[src/inc/cfh_defines.vh]
`ifndef CFH_DEFINES_VH
`define CFH_DEFINES_VH

// register byte addresses on the apb side
`define CFH_ADDR_CTRL       8'h00
`define CFH_ADDR_ADDR       8'h04
`define CFH_ADDR_WDATA      8'h08
`define CFH_ADDR_CMD        8'h0C
`define CFH_ADDR_STATUS     8'h10
`define CFH_ADDR_RDATA      8'h14

// control register fields
`define CFH_CTRL_SPACE_LO   0
`define CFH_CTRL_SPACE_HI   1
`define CFH_CTRL_DISK       2
`define CFH_CTRL_BYTE       3
`define CFH_CTRL_RESTART    4
`define CFH_CTRL_CLRSR      5

// access space codes
`define CFH_SPACE_ATTR      2'h0
`define CFH_SPACE_IO        2'h1
`define CFH_SPACE_MEM       2'h2

// command register fields
`define CFH_CMD_WR          0
`define CFH_CMD_LO          1
`define CFH_CMD_HI          2

// status register fields
`define CFH_ST_BUSY         0
`define CFH_ST_REFUSED      1
`define CFH_ST_DISK         2
`define CFH_ST_READY        3
`define CFH_ST_SRST         4
`define CFH_ST_LEVEL        5
`define CFH_ST_MAP_LO       8
`define CFH_ST_MAP_HI       13

// card configuration option register and its fields
`define CFH_COR_ADDR        11'h200
`define CFH_COR_RESET       8'h00
`define CFH_COR_SRST        7
`define CFH_COR_LEVEL       6
`define CFH_COR_MAP_HI      5
`define CFH_COR_MAP_LO      0
`define CFH_MAP_MEM         6'h00
`define CFH_MAP_CONTIG      6'h01
`define CFH_MAP_PRIMARY     6'h02
`define CFH_MAP_SECONDARY   6'h03

// disk emulation task file addresses
`define CFH_IDE_DATA        3'h0
`define CFH_IDE_ALT         3'h6

// bus timing, nanoseconds and clock period
`define CFH_CLK_NS          10
`define CFH_SETUP_NS        30
`define CFH_STROBE_NS       165
`define CFH_HOLD_NS         20
`define CFH_SETUP_CYC       ((`CFH_SETUP_NS + `CFH_CLK_NS - 1) / `CFH_CLK_NS)
`define CFH_STROBE_CYC      ((`CFH_STROBE_NS + `CFH_CLK_NS - 1) / `CFH_CLK_NS)
`define CFH_HOLD_CYC        ((`CFH_HOLD_NS + `CFH_CLK_NS - 1) / `CFH_CLK_NS)

// power-up hold time
`define CFH_PWRUP_US        1000
`define CFH_PWRUP_CYC       (`CFH_PWRUP_US * 1000 / `CFH_CLK_NS)

`endif

[src/rtl/cfh_lane.v]
`timescale 1ns/1ns
`default_nettype none
module cfh_lane (
  input  wire        i_use_lo,
  input  wire        i_use_hi,
  input  wire [15:0] i_wdata,
  input  wire [15:0] i_pin_data,
  output reg  [15:0] o_pin_data,
  output reg  [15:0] o_rdata
);

  // steer bytes between the host word and the two card lanes
  always @* begin
    o_pin_data = 16'h0000;
    o_rdata    = 16'h0000;
    if (i_use_lo && i_use_hi) begin
      o_pin_data = i_wdata;
      o_rdata    = i_pin_data;
    end else if (i_use_lo) begin
      o_pin_data = {8'h00, i_wdata[7:0]};
      o_rdata    = {8'h00, i_pin_data[7:0]};
    end else if (i_use_hi) begin
      o_pin_data = {i_wdata[7:0], 8'h00};
      o_rdata    = {8'h00, i_pin_data[15:8]};
    end
  end

endmodule // cfh_lane
`default_nettype wire

[src/rtl/cfh_pwrup.v]
`timescale 1ns/1ns
`default_nettype none
`include "cfh_defines.vh"
module cfh_pwrup #(
  parameter PWRUP_CYCLES = `CFH_PWRUP_CYC
) (
  input  wire i_sys_clk,
  input  wire i_sys_rst,
  input  wire i_restart,
  input  wire i_disk_req,
  output wire o_busy,
  output wire o_card_reset,
  output wire o_strap_oe_low,
  output wire o_disk_mode
);

  reg [19:0] cnt_r;
  reg        busy_r;
  reg        disk_r;

  // count the power-up period; the strap is caught only when it ends
  always @(posedge i_sys_clk) begin
    if (i_sys_rst) begin
      cnt_r  <= 20'h00000;
      busy_r <= 1'b1;
      disk_r <= 1'b0;
    end else if (i_restart) begin
      cnt_r  <= 20'h00000;
      busy_r <= 1'b1;
    end else if (busy_r) begin
      if (cnt_r == PWRUP_CYCLES[19:0] - 20'h00001) begin
        busy_r <= 1'b0;
        disk_r <= i_disk_req;
      end else begin
        cnt_r <= cnt_r + 20'h00001;
      end
    end
  end

  assign o_busy         = busy_r;
  assign o_card_reset   = busy_r;
  assign o_strap_oe_low = busy_r & i_disk_req;
  assign o_disk_mode    = disk_r;

endmodule // cfh_pwrup
`default_nettype wire

[src/rtl/cfh_ctrl.v]
// Behaviour
// - attribute cycles drive space select low
// - i/o mode uses io strobes, oe/we high
// - memory mode: space select high, same steering
// - hold oe low at power-up for disk mode
`timescale 1ns/1ns
`default_nettype none
`include "cfh_defines.vh"
module cfh_ctrl #(
  parameter PWRUP_CYCLES = `CFH_PWRUP_CYC
) (
  input  wire        i_sys_clk,
  input  wire        i_sys_rst,
  input  wire        i_psel,
  input  wire        i_penable,
  input  wire        i_pwrite,
  input  wire [7:0]  i_paddr,
  input  wire [31:0] i_pwdata,
  output reg  [31:0] o_prdata,
  output wire        o_pready,
  output wire        o_pslverr,
  output reg  [10:0] o_card_addr,
  output reg         o_low_lane_enable_n,
  output reg         o_high_lane_enable_n,
  output reg         o_attr_space_n,
  output reg         o_mem_oe_n,
  output reg         o_mem_we_n,
  output reg         o_io_read_strobe_n,
  output reg         o_io_write_strobe_n,
  output wire        o_card_reset,
  input  wire [15:0] i_card_data,
  output reg  [15:0] o_card_data,
  output reg         o_card_data_oe_n
);

  localparam [3:0] ST_IDLE   = 4'b0001;
  localparam [3:0] ST_SETUP  = 4'b0010;
  localparam [3:0] ST_STROBE = 4'b0100;
  localparam [3:0] ST_HOLD   = 4'b1000;

  // phase counter loads, cut to the counter width where they are used
  localparam [31:0] SETUP_LD  = `CFH_SETUP_CYC - 1;
  localparam [31:0] STROBE_LD = `CFH_STROBE_CYC - 1;
  localparam [31:0] HOLD_LD   = `CFH_HOLD_CYC - 1;

  reg [3:0]  state_r;
  reg [5:0]  ctrl_r;
  reg [10:0] addr_r;
  reg [15:0] wdata_r;
  reg [15:0] rdata_r;
  reg [7:0]  cor_r;
  reg        refused_r;
  reg        srst_seen_r;
  reg [7:0]  tcnt_r;
  reg        wr_r;
  reg        use_lo_r;
  reg        use_hi_r;
  reg [1:0]  space_r;

  wire        pu_busy;
  wire        strap_low;
  wire        disk_mode;
  wire [15:0] lane_out;
  wire [15:0] lane_in;
  wire        apb_wr;
  wire        cmd_wr;
  wire        cmd_lo;
  wire        cmd_hi;
  wire        cmd_bad;
  wire        cor_hit;
  wire        srst_wr;
  wire [1:0]  space;

  // one apb register decode, used only for the error response on reads and writes
  function addr_known;
    input [7:0] a;
    begin
      addr_known = (a == `CFH_ADDR_CTRL)   || (a == `CFH_ADDR_ADDR) ||
                   (a == `CFH_ADDR_WDATA)  || (a == `CFH_ADDR_CMD)  ||
                   (a == `CFH_ADDR_STATUS) || (a == `CFH_ADDR_RDATA);
    end
  endfunction

  // check a requested card cycle against the current card mode
  function refuse;
    input       disk;
    input [1:0] spc;
    input [5:0] map;
    input       lo;
    input       hi;
    input [10:0] a;
    begin
      refuse = 1'b0;
      if (!lo && !hi)
        refuse = 1'b1;
      else if (disk) begin
        if (spc == `CFH_SPACE_ATTR)
          refuse = 1'b1;
        else if (lo && hi)
          refuse = 1'b1;
        else if (hi && a[2:0] != `CFH_IDE_ALT)
          refuse = 1'b1;
      end else if (spc == `CFH_SPACE_ATTR) begin
        if (!lo || a[0])
          refuse = 1'b1;
      end else if (spc == `CFH_SPACE_MEM) begin
        if (map != `CFH_MAP_MEM)
          refuse = 1'b1;
      end else if (spc == `CFH_SPACE_IO) begin
        if (map == `CFH_MAP_MEM)
          refuse = 1'b1;
      end else
        refuse = 1'b1;
    end
  endfunction

  // apb slave: zero wait states, error on unmapped addresses
  assign apb_wr    = i_psel & i_penable & i_pwrite;
  assign o_pready  = 1'b1;
  assign o_pslverr = i_psel & i_penable & ~addr_known(i_paddr);
  assign cmd_wr    = apb_wr & (i_paddr == `CFH_ADDR_CMD);
  assign cmd_lo    = i_pwdata[`CFH_CMD_LO];
  assign cmd_hi    = i_pwdata[`CFH_CMD_HI];
  assign space     = ctrl_r[`CFH_CTRL_SPACE_HI:`CFH_CTRL_SPACE_LO];
  assign cmd_bad   = refuse(disk_mode, space, cor_r[`CFH_COR_MAP_HI:`CFH_COR_MAP_LO],
                            cmd_lo, cmd_hi, addr_r);
  assign cor_hit   = (space_r == `CFH_SPACE_ATTR) && (o_card_addr == `CFH_COR_ADDR);
  assign srst_wr   = (state_r == ST_HOLD) && (tcnt_r == 8'h00) && wr_r && cor_hit &&
                     wdata_r[`CFH_COR_SRST];

  // apb read mux
  always @* begin
    o_prdata = 32'h00000000;
    case (i_paddr)
      `CFH_ADDR_CTRL:   o_prdata = {26'h0000000, ctrl_r};
      `CFH_ADDR_ADDR:   o_prdata = {21'h000000, addr_r};
      `CFH_ADDR_WDATA:  o_prdata = {16'h0000, wdata_r};
      `CFH_ADDR_STATUS: o_prdata = {18'h00000, cor_r[`CFH_COR_MAP_HI:`CFH_COR_MAP_LO],
                                    2'h0, cor_r[`CFH_COR_LEVEL], srst_seen_r,
                                    ~pu_busy, disk_mode, refused_r,
                                    (state_r != ST_IDLE) | pu_busy};
      `CFH_ADDR_RDATA:  o_prdata = {16'h0000, rdata_r};
      default:          o_prdata = 32'h00000000;
    endcase
  end

  // software registers; the restart bit is a self-clearing pulse
  always @(posedge i_sys_clk) begin
    if (i_sys_rst) begin
      ctrl_r  <= 6'h00;
      addr_r  <= 11'h000;
      wdata_r <= 16'h0000;
    end else begin
      ctrl_r[`CFH_CTRL_RESTART] <= 1'b0;
      ctrl_r[`CFH_CTRL_CLRSR]   <= 1'b0;
      if (apb_wr && i_paddr == `CFH_ADDR_CTRL)
        ctrl_r <= i_pwdata[5:0];
      if (apb_wr && i_paddr == `CFH_ADDR_ADDR)
        addr_r <= i_pwdata[10:0];
      if (apb_wr && i_paddr == `CFH_ADDR_WDATA)
        wdata_r <= i_pwdata[15:0];
    end
  end

  // shadow of the card option register, cleared on every power-on sequence
  always @(posedge i_sys_clk) begin
    if (i_sys_rst) begin
      cor_r <= `CFH_COR_RESET;
    end else if (pu_busy) begin
      cor_r <= `CFH_COR_RESET;
    end else if ((state_r == ST_HOLD) && (tcnt_r == 8'h00) && wr_r && cor_hit) begin
      cor_r <= wdata_r[7:0];
    end
  end

  // sticky flags; a new event wins over a clear in the same cycle
  always @(posedge i_sys_clk) begin
    if (i_sys_rst) begin
      refused_r   <= 1'b0;
      srst_seen_r <= 1'b0;
    end else begin
      if (cmd_wr && state_r == ST_IDLE && !pu_busy && !cmd_bad)
        refused_r <= 1'b0;
      if (cmd_wr && (state_r != ST_IDLE || pu_busy || cmd_bad))
        refused_r <= 1'b1;
      if (ctrl_r[`CFH_CTRL_CLRSR])
        srst_seen_r <= 1'b0;
      if (srst_wr)
        srst_seen_r <= 1'b1;
    end
  end

  // card cycle sequencer: setup, strobe, hold
  always @(posedge i_sys_clk) begin
    if (i_sys_rst) begin
      state_r  <= ST_IDLE;
      tcnt_r   <= 8'h00;
      wr_r     <= 1'b0;
      use_lo_r <= 1'b0;
      use_hi_r <= 1'b0;
      space_r  <= `CFH_SPACE_ATTR;
      rdata_r  <= 16'h0000;
    end else begin
      case (state_r)
        ST_IDLE: begin
          if (cmd_wr && !pu_busy && !cmd_bad) begin
            state_r  <= ST_SETUP;
            tcnt_r   <= SETUP_LD[7:0];
            wr_r     <= i_pwdata[`CFH_CMD_WR];
            space_r  <= space;
            use_hi_r <= cmd_hi & ~(cmd_lo & ~disk_mode & (space == `CFH_SPACE_ATTR));
            use_lo_r <= cmd_lo;
            if (disk_mode && cmd_lo && addr_r[2:0] == `CFH_IDE_DATA &&
                !ctrl_r[`CFH_CTRL_BYTE])
              use_hi_r <= 1'b1;
            if (disk_mode && cmd_hi) begin
              use_lo_r <= 1'b1;
              use_hi_r <= 1'b0;
            end
          end
        end
        ST_SETUP: begin
          if (tcnt_r == 8'h00) begin
            state_r <= ST_STROBE;
            tcnt_r  <= STROBE_LD[7:0];
          end else
            tcnt_r <= tcnt_r - 8'h01;
        end
        ST_STROBE: begin
          if (tcnt_r == 8'h00) begin
            state_r <= ST_HOLD;
            tcnt_r  <= HOLD_LD[7:0];
            if (!wr_r)
              rdata_r <= lane_in;
          end else
            tcnt_r <= tcnt_r - 8'h01;
        end
        ST_HOLD: begin
          if (tcnt_r == 8'h00)
            state_r <= ST_IDLE;
          else
            tcnt_r <= tcnt_r - 8'h01;
        end
        default: state_r <= ST_IDLE;
      endcase
    end
  end

  // card pins, registered; strobes active only in the strobe state, except oe held low at disk power-up and in disk mode
  always @(posedge i_sys_clk) begin
    if (i_sys_rst) begin
      o_card_addr          <= 11'h000;
      o_low_lane_enable_n  <= 1'b1;
      o_high_lane_enable_n <= 1'b1;
      o_attr_space_n       <= 1'b1;
      o_mem_oe_n           <= 1'b1;
      o_mem_we_n           <= 1'b1;
      o_io_read_strobe_n   <= 1'b1;
      o_io_write_strobe_n  <= 1'b1;
      o_card_data          <= 16'h0000;
      o_card_data_oe_n     <= 1'b1;
    end else begin
      o_io_read_strobe_n  <= 1'b1;
      o_io_write_strobe_n <= 1'b1;
      o_mem_we_n          <= 1'b1;
      o_mem_oe_n          <= ~(strap_low | disk_mode);
      if (state_r == ST_IDLE && !(cmd_wr && !pu_busy && !cmd_bad)) begin
        o_low_lane_enable_n  <= 1'b1;
        o_high_lane_enable_n <= 1'b1;
        o_card_data_oe_n     <= 1'b1;
      end else if (state_r == ST_IDLE) begin
        o_card_addr          <= addr_r;
        o_low_lane_enable_n  <= ~cmd_lo;
        o_high_lane_enable_n <= ~cmd_hi;
        o_attr_space_n       <= disk_mode | (space == `CFH_SPACE_MEM);
        o_card_data_oe_n     <= 1'b1;
      end else if (state_r == ST_HOLD && tcnt_r == 8'h00) begin
        o_low_lane_enable_n  <= 1'b1;
        o_high_lane_enable_n <= 1'b1;
        o_card_data_oe_n     <= 1'b1;
      end else begin
        o_card_data      <= lane_out;
        o_card_data_oe_n <= ~wr_r;
        if (state_r == ST_STROBE && !(tcnt_r == 8'h00)) begin
          if (disk_mode || space_r == `CFH_SPACE_IO) begin
            o_io_read_strobe_n  <= wr_r;
            o_io_write_strobe_n <= ~wr_r;
          end else begin
            o_mem_oe_n <= wr_r;
            o_mem_we_n <= ~wr_r;
          end
        end
      end
    end
  end

  // byte lane steering
  cfh_lane u_lane (
    .i_use_lo   (use_lo_r),
    .i_use_hi   (use_hi_r),
    .i_wdata    (wdata_r),
    .i_pin_data (i_card_data),
    .o_pin_data (lane_out),
    .o_rdata    (lane_in)
  );

  // power-on sequence, rerun after a soft reset write
  cfh_pwrup #(
    .PWRUP_CYCLES (PWRUP_CYCLES)
  ) u_pwrup (
    .i_sys_clk      (i_sys_clk),
    .i_sys_rst      (i_sys_rst),
    .i_restart      (ctrl_r[`CFH_CTRL_RESTART] | srst_wr),
    .i_disk_req     (ctrl_r[`CFH_CTRL_DISK]),
    .o_busy         (pu_busy),
    .o_card_reset   (o_card_reset),
    .o_strap_oe_low (strap_low),
    .o_disk_mode    (disk_mode)
  );

endmodule // cfh_ctrl
`default_nettype wire

[config.mk]
export PLATFORM = sky130hd
export DESIGN_NAME = cfh_ctrl
export DESIGN_NICKNAME = d
export VERILOG_FILES = /design/src/rtl/cfh_lane.v /design/src/rtl/cfh_pwrup.v /design/src/rtl/cfh_ctrl.v
export VERILOG_INCLUDE_DIRS = /design/src /design/src/inc
export SDC_FILE = /design/constraint.sdc
export NUM_CORES = 1
export LEC_CHECK = 0
export BUFFER_PORTS_ARGS = -buffer_cell sky130_fd_sc_hd__buf_2
export CORE_ASPECT_RATIO = 1.4
export CORE_MARGIN = 2
export CORE_UTILIZATION = 55
export DETAILED_ROUTE_END_ITERATION = 16
export HOLD_SLACK_MARGIN = 0.02
export PLACE_DENSITY = 0.8
export SKIP_LAST_GASP = 1
export SLEW_MARGIN = 20
export SYNTH_ARGS = -nofsm -noshare
export SYNTH_HDL_FRONTEND = slang
export SYNTH_SLANG_ARGS = --single-unit
[constraint.sdc]
create_clock -name i_sys_clk -period 2.55 [get_ports i_sys_clk]
set_input_delay 0.1275 -clock i_sys_clk [delete_from_list [all_inputs] [get_ports i_sys_clk]]
set_output_delay 0.1275 -clock i_sys_clk [all_outputs]
set_load 0.005 [all_outputs]
Word level (Yosys, flattened, before mapping)

Cells that the tools add are included.

Flip-flop bits (word level): 132
Output and inout port bits: 70
Word-level logic and storage cells: 189

Multiplexer cells: 45
Bitwise operators: 28
Eq/ne operators: 21
$add $sub $neg: 2
Reductions and logical operators: 66

Operators by type and width:

| kind                                                  | number |
|---|---|
| 2-to-1 mux 16 bit                                     | 5 |
| one-hot mux 16 bit (5 select lines)                   | 1 |
| 2-to-1 mux 8 bit                                      | 5 |
| one-hot mux 8 bit (4 select lines)                    | 1 |
| 2-to-1 mux 1 bit                                      | 28 |
| logical AND 1 bit                                     | 24 |
| adder 20 x 1 -> 20 bit, second input constant         | 1 |
| equality test 20 x 17 -> 1 bit, second input constant | 1 |
| equality test 8 x 4 -> 1 bit, second input constant   | 2 |
| equality test 8 x 5 -> 1 bit, second input constant   | 2 |
| logical NOT 8 bit                                     | 2 |
| 2-to-1 mux 4 bit                                      | 4 |
| inverter 1 bit                                        | 16 |
| one-hot mux 4 bit (4 select lines)                    | 1 |
| AND reduction 3 bit                                   | 4 |
| OR reduction 6 bit                                    | 2 |
| equality test 11 x 10 -> 1 bit, second input constant | 1 |
| inequality test 2 bit, second input constant          | 5 |
| logical OR 1 bit                                      | 9 |
| AND 1 bit                                             | 8 |
| equality test 8 x 3 -> 1 bit, second input constant   | 1 |
| OR reduction 2 bit                                    | 4 |
| subtractor 8 x 1 -> 8 bit, second input constant      | 1 |
| logical NOT 1 bit                                     | 7 |
| 18 further kinds                                      | 27 |

Longest topological paths before layout

Word-level depth: 13
Mapped depth: 9

Cells and area by module

Synthesis repeated with hierarchy kept, for this count alone.

Cells, all modules: 798
Area, all modules: 6774.0 um2

Modules (own cells, without submodules):

| module    | cells an instance | area an instance (um2) | instances |
|---|---|---|---|
| cfh_ctrl  | 612               | 5265.0                 | 1 |
| cfh_pwrup | 139               | 1136.1                 | 1 |
| cfh_lane  | 47                | 372.9                  | 1 |

Worst setup path before layout

Ideal clock, no wire load.

Kind: reg-to-reg
From: register cor_r[2]
To: register use_hi_r
Data required time: 2.480 ns
Period minus slack after synthesis: 2.144 ns
Stages on the path, launching flop included: 7
Arrival time: 2.074 ns
Buffers on the path: 1
Setup slack: 0.406 ns
Library setup time: 0.070 ns
Cells stage by stage: dfxtp_1 or4_1 nor3_1 mux2i_1 clkbuf_1 o21ai_0 a21oi_1

Word-level cells in the longest chain between the ends: 10
Elaborated cells on any way between the ends: 12

Ends and longest elaborated chain:

| item                              | line           | source |
|---|---|---|
| start, declared                   | cfh_ctrl.v:51  | `reg [7:0] cor_r;` |
| start signal, assigned            | cfh_ctrl.v:168 | `` cor_r <= `CFH_COR_RESET; `` |
| start signal, assigned            | cfh_ctrl.v:170 | `` cor_r <= `CFH_COR_RESET; `` |
| start signal, assigned            | cfh_ctrl.v:172 | `cor_r <= wdata_r[7:0];` |
| logical NOT 6 bit (no line)       | -              |  |
| 2-to-1 mux 1 bit                  | cfh_ctrl.v:110 | `` if (map == `CFH_MAP_MEM) `` |
| 2-to-1 mux 1 bit                  | cfh_ctrl.v:109 | `` end else if (spc == `CFH_SPACE_IO) begin `` |
| 2-to-1 mux 1 bit (*)              | cfh_ctrl.v:106 | `` end else if (spc == `CFH_SPACE_MEM) begin `` |
| 2-to-1 mux 1 bit (*)              | cfh_ctrl.v:103 | `` end else if (spc == `CFH_SPACE_ATTR) begin `` |
| 2-to-1 mux 1 bit (*)              | cfh_ctrl.v:96  | `else if (disk) begin` |
| 2-to-1 mux 1 bit (*)              | cfh_ctrl.v:94  | `if (!lo && !hi)` |
| logical NOT 1 bit (*)             | cfh_ctrl.v:206 | `if (cmd_wr && !pu_busy && !cmd_bad) begin` |
| logical AND 1 bit (*)             | cfh_ctrl.v:206 |  |
| AND reduction 2 bit (no line) (*) | -              |  |
| end signal, assigned              | cfh_ctrl.v:211 | `` use_hi_r <= cmd_hi & ~(cmd_lo & ~disk_mode & (space == `CFH_SPACE_ATTR)); `` |
| end, declared                     | cfh_ctrl.v:57  | `reg use_hi_r;` |

Every way passes the cells marked *; elsewhere a longest branch is shown, timed or not.
A chain may end at the register's enable or synchronous reset.

Worst setup path in the final report

From: register state_r[1]
To: output port o_prdata[0]

Word-level cells in the longest chain between the ends: 3

Ends and longest elaborated chain:

| item                                | line           | source |
|---|---|---|
| start, declared                     | cfh_ctrl.v:46  | `reg [3:0] state_r;` |
| start signal, assigned              | cfh_ctrl.v:196 | `state_r <= ST_IDLE;` |
| start signal, assigned              | cfh_ctrl.v:207 | `state_r <= ST_SETUP;` |
| start signal, assigned              | cfh_ctrl.v:224 | `state_r <= ST_STROBE;` |
| inequality test 4 x 1 -> 1 bit      | cfh_ctrl.v:141 | `(state_r != ST_IDLE) \| pu_busy};` |
| OR 1 bit                            | cfh_ctrl.v:141 |  |
| one-hot mux 16 bit (5 select lines) | cfh_ctrl.v:134 | `case (i_paddr)` |
| end, declared                       | cfh_ctrl.v:19  | `output reg [31:0] o_prdata,` |

Every way passes these cells.

==> run metrics <==
status=complete, no violations; RSZ-0062 raised after global routing=false; final-report max-slew violation count=0; Final Skew=between 0.009 and 0.01 ns; f_max=0.4131 GHz; relative slew slack=44.02%; Startpoint Class=flip-flop; #FFs+latches synth=132; Netlist cell types=68; antenna violations before repair=0; share of cells above drive strength 1=19.69%; critical-path cell list=or4b_4 -> o22ai_1 -> a2bb2oi_1 -> nor2_1 -> a221o_1 -> buf_2; Fillers=852; Initial Util=a little under three fifths; R2R Setup Slk=roughly 0.21 ns; crit share post-route=a little over nine tenths; Antenna Cells=0; TritonCTS clock tree=built; Worst path max stage delay=0.65 ns; All-Layer GR Usage=a little under a third; Setup crit end kind=primary output; leak pwr=~3 nW; Yosys warnings=0; H-tree depth=4; Min-Delay Path Class=in2reg; area grow syn2layout=23.91%; crit path buf inv count=1; drt via density=roughly 6.2; CTS root buffer=clkbuf_16; register area=~2600 um^2; VDD IR max=approximately 0.41 mV; DIE AREA=between 10000 and 15000 um^2; number of I/O port buffers=between 90 and 100; Setup violations, final=0; Detailed Place HPWL=13.07 mm; worst path required time=between 2 and 2.5 ns; io pins=131; Nets=approximately 950; Post-Syn Area per Cell=around 8.1 um^2; Setup TNS=0 ns; worst-margin pin slew=0.8348 ns; GP Congestion=just under 1; Die W=approximately 94 um; family with the most delay on the worst path=simple AND/OR/NAND/NOR gates; EDFF count, synth=0; Post-Syn Instances=slightly below 800; synth top area cells=dfxtp_1 (42%), a21oi_1 (7.1%), nand2_1 (6.4%); crit path max fanout=10; core box area=11220 um^2; CP max-delay cell=or4b_4; Final WS setup=around 0.13 ns; Yosys top cell by area=dfxtp_1; CTS max path bufs=2; min Tclk post-route=roughly 2.4 ns; Fin. Hold Viols=0; vias=about 6400; Congestion Overflow GR=0; Synth Cell Area=about 6300 um^2; Finished Core Util=69.03%; clk sinks=132; sequential element share of the synthesized area=between 40% and 50%; Post-synth ARST share=0%; area of the multi-input gates=~3300 um^2; # rows=46; vias in the first global route=about 6200; Routed Antenna Nets=0; WL final=19.06 mm; largest net degree at the start of global routing=between 40 and 50; DR iter-0 viols=480; Pre-Repair DR Iteration Count=7; pwr/cell area=about 640 nW/um^2; Die H=130.2 um; most common cell in the netlist=dfxtp_1; Synth top cells by count=dfxtp_1 (132), nand2_1 (107), a21oi_1 (89), nand3_1 (61), nor2_1 (61); Avg WL per Cell=18.37 um; Post-Place Setup Slack=-0.006197 ns; global-route wire length before repair=slightly above 30 mm; Num CTS Buffers=17; CP Class=reg2out; ys flop type=dfxtp_1; max-cap violations=0; Clk pin slew, worst setup/hold paths=0.06 ns; Clk Latency, worst-skew pair=around 0.42 ns; # DRC=0; CP arrival=between 2 and 2.5 ns; post-synth top area share=between 40% and 50%
[tightest hold or removal path: cells and delay by family]
kind	cells	cell delay, ns
AOI/OAI and AO/OA	1	0.07
buffers and inverters	1	0.08
and+or+nand+nor	1	0.13
[layout by cell type, fill, tap and decap left out, drive strengths merged, types with 8 or more instances in the layout]
cell,synthesis,layout
nor2,61,61
a21oi,89,89
nand3,61,61
mux2i,17,17
a221oi,9,9
nor3,23,23
clkbuf,41,21
conb,2,17
dfxtp,132,132
nand2,107,107
mux2,8,8
and2,10,10
nand4,8,8
inv,13,13
o21ai,33,33
dlygate4sd3,0,22
buf,28,124
xor2,11,11
[report_power, final]
group | internal (mW) | switching [mW]
clock network | 1.82 | 0.931
registers | 2.07 | 0.00471
logic | 0.0689 | 0.0942
total | 3.95 | 1.03
[logic make-up (layout without fill, tap and decap cells)]
group / after synthesis / in the layout / share of synthesized area [%]
AO/OA/AOI/OAI: 182 / 182 / 18.05
XOR/XNOR: 13 / 13 / 1.821
adder cells (fa/ha/maj): 3 / 3 / 0.6004
buffers and inverters: 82 / 191 / 6.324
flip-flops: 132 / 132 / 42.27
multiplexers: 25 / 25 / 4.163
other: 2 / 17 / 0.1201
AND/OR/NAND/NOR: 331 / 331 / 26.66
[repair_timing]
| action | in CTS | in global routing |
|---|---|---|
| hold buffers | 22 | 0 |
| hold endpoints to repair | 34 | 0 |
| resized for setup | 1 | 2 |
| setup endpoints to repair | 11 | 20 |
| setup buffers | 0 | 0 |
[per-layer routing]
| metal | vias to the layer above | wire, um | track usage [%] |
|---|---|---|---|
| li1 | 2947 | - | - |
| met1 | 3078 | 7042 | 34.67 |
| met2 | 335 | 9617 | 54.79 |
| met3 | 79 | 1297 | 7.390 |
| met4 | 0 | 1106 | 20.12 |
| met5 | - | 0 | 0 |
[state kept, by name, indices dropped and copies added (netlist names), 2 cells and up]
| register | flops |
|---|---|
| state_r | 4 |
| tcnt_r | 8 |
| cor_r | 7 |
| wdata_r | 16 |
| rdata_r | 16 |
| u_pwrup.cnt_r | 20 |
| space_r | 2 |
| addr_r | 11 |
| o_card_addr | 11 |
| o_card_data | 16 |
| ctrl_r | 6 |
[metrics by stage]
stage	hold WS (ns)	cells	instance area [um^2]	power, mW
final	0.03169	1038	7747	4.982
after global routing	0.05003	1038	7747	5.096
after CTS	0.02974	1038	7736	4.980
after detailed placement	0.3847	984	6843	2.248
after global placement	0.3738	984	6843	2.242
after floorplan	0.2347	785	6309	2.201
[cell type report]
type,count,share of cell area [%]
multi-input cells,571,42.41
well taps,144,2.326
repair buffers,146,11.89
clock buffers,21,6.072
flip-flops and latches,132,34.11
inverters,13,0.6298
clock inverters,11,2.568
[final timing paths]
path | start | endpoint | depth (start not counted)
max | state_r[1]$_SDFFE_PP0P_ | o_prdata[0] | 6
min | i_card_data[2] | rdata_r[2]$_SDFFE_PP0P_ | 3
max reg2reg | tcnt_r[2]$_SDFFE_PP0P_ | o_card_data[9]$_SDFFE_PP0P_ | 7
min reg2reg | rdata_r[9]$_SDFFE_PP0P_ | rdata_r[9]$_SDFFE_PP0P_ | 2
Note: power is estimated with default switching activity, not from simulation.
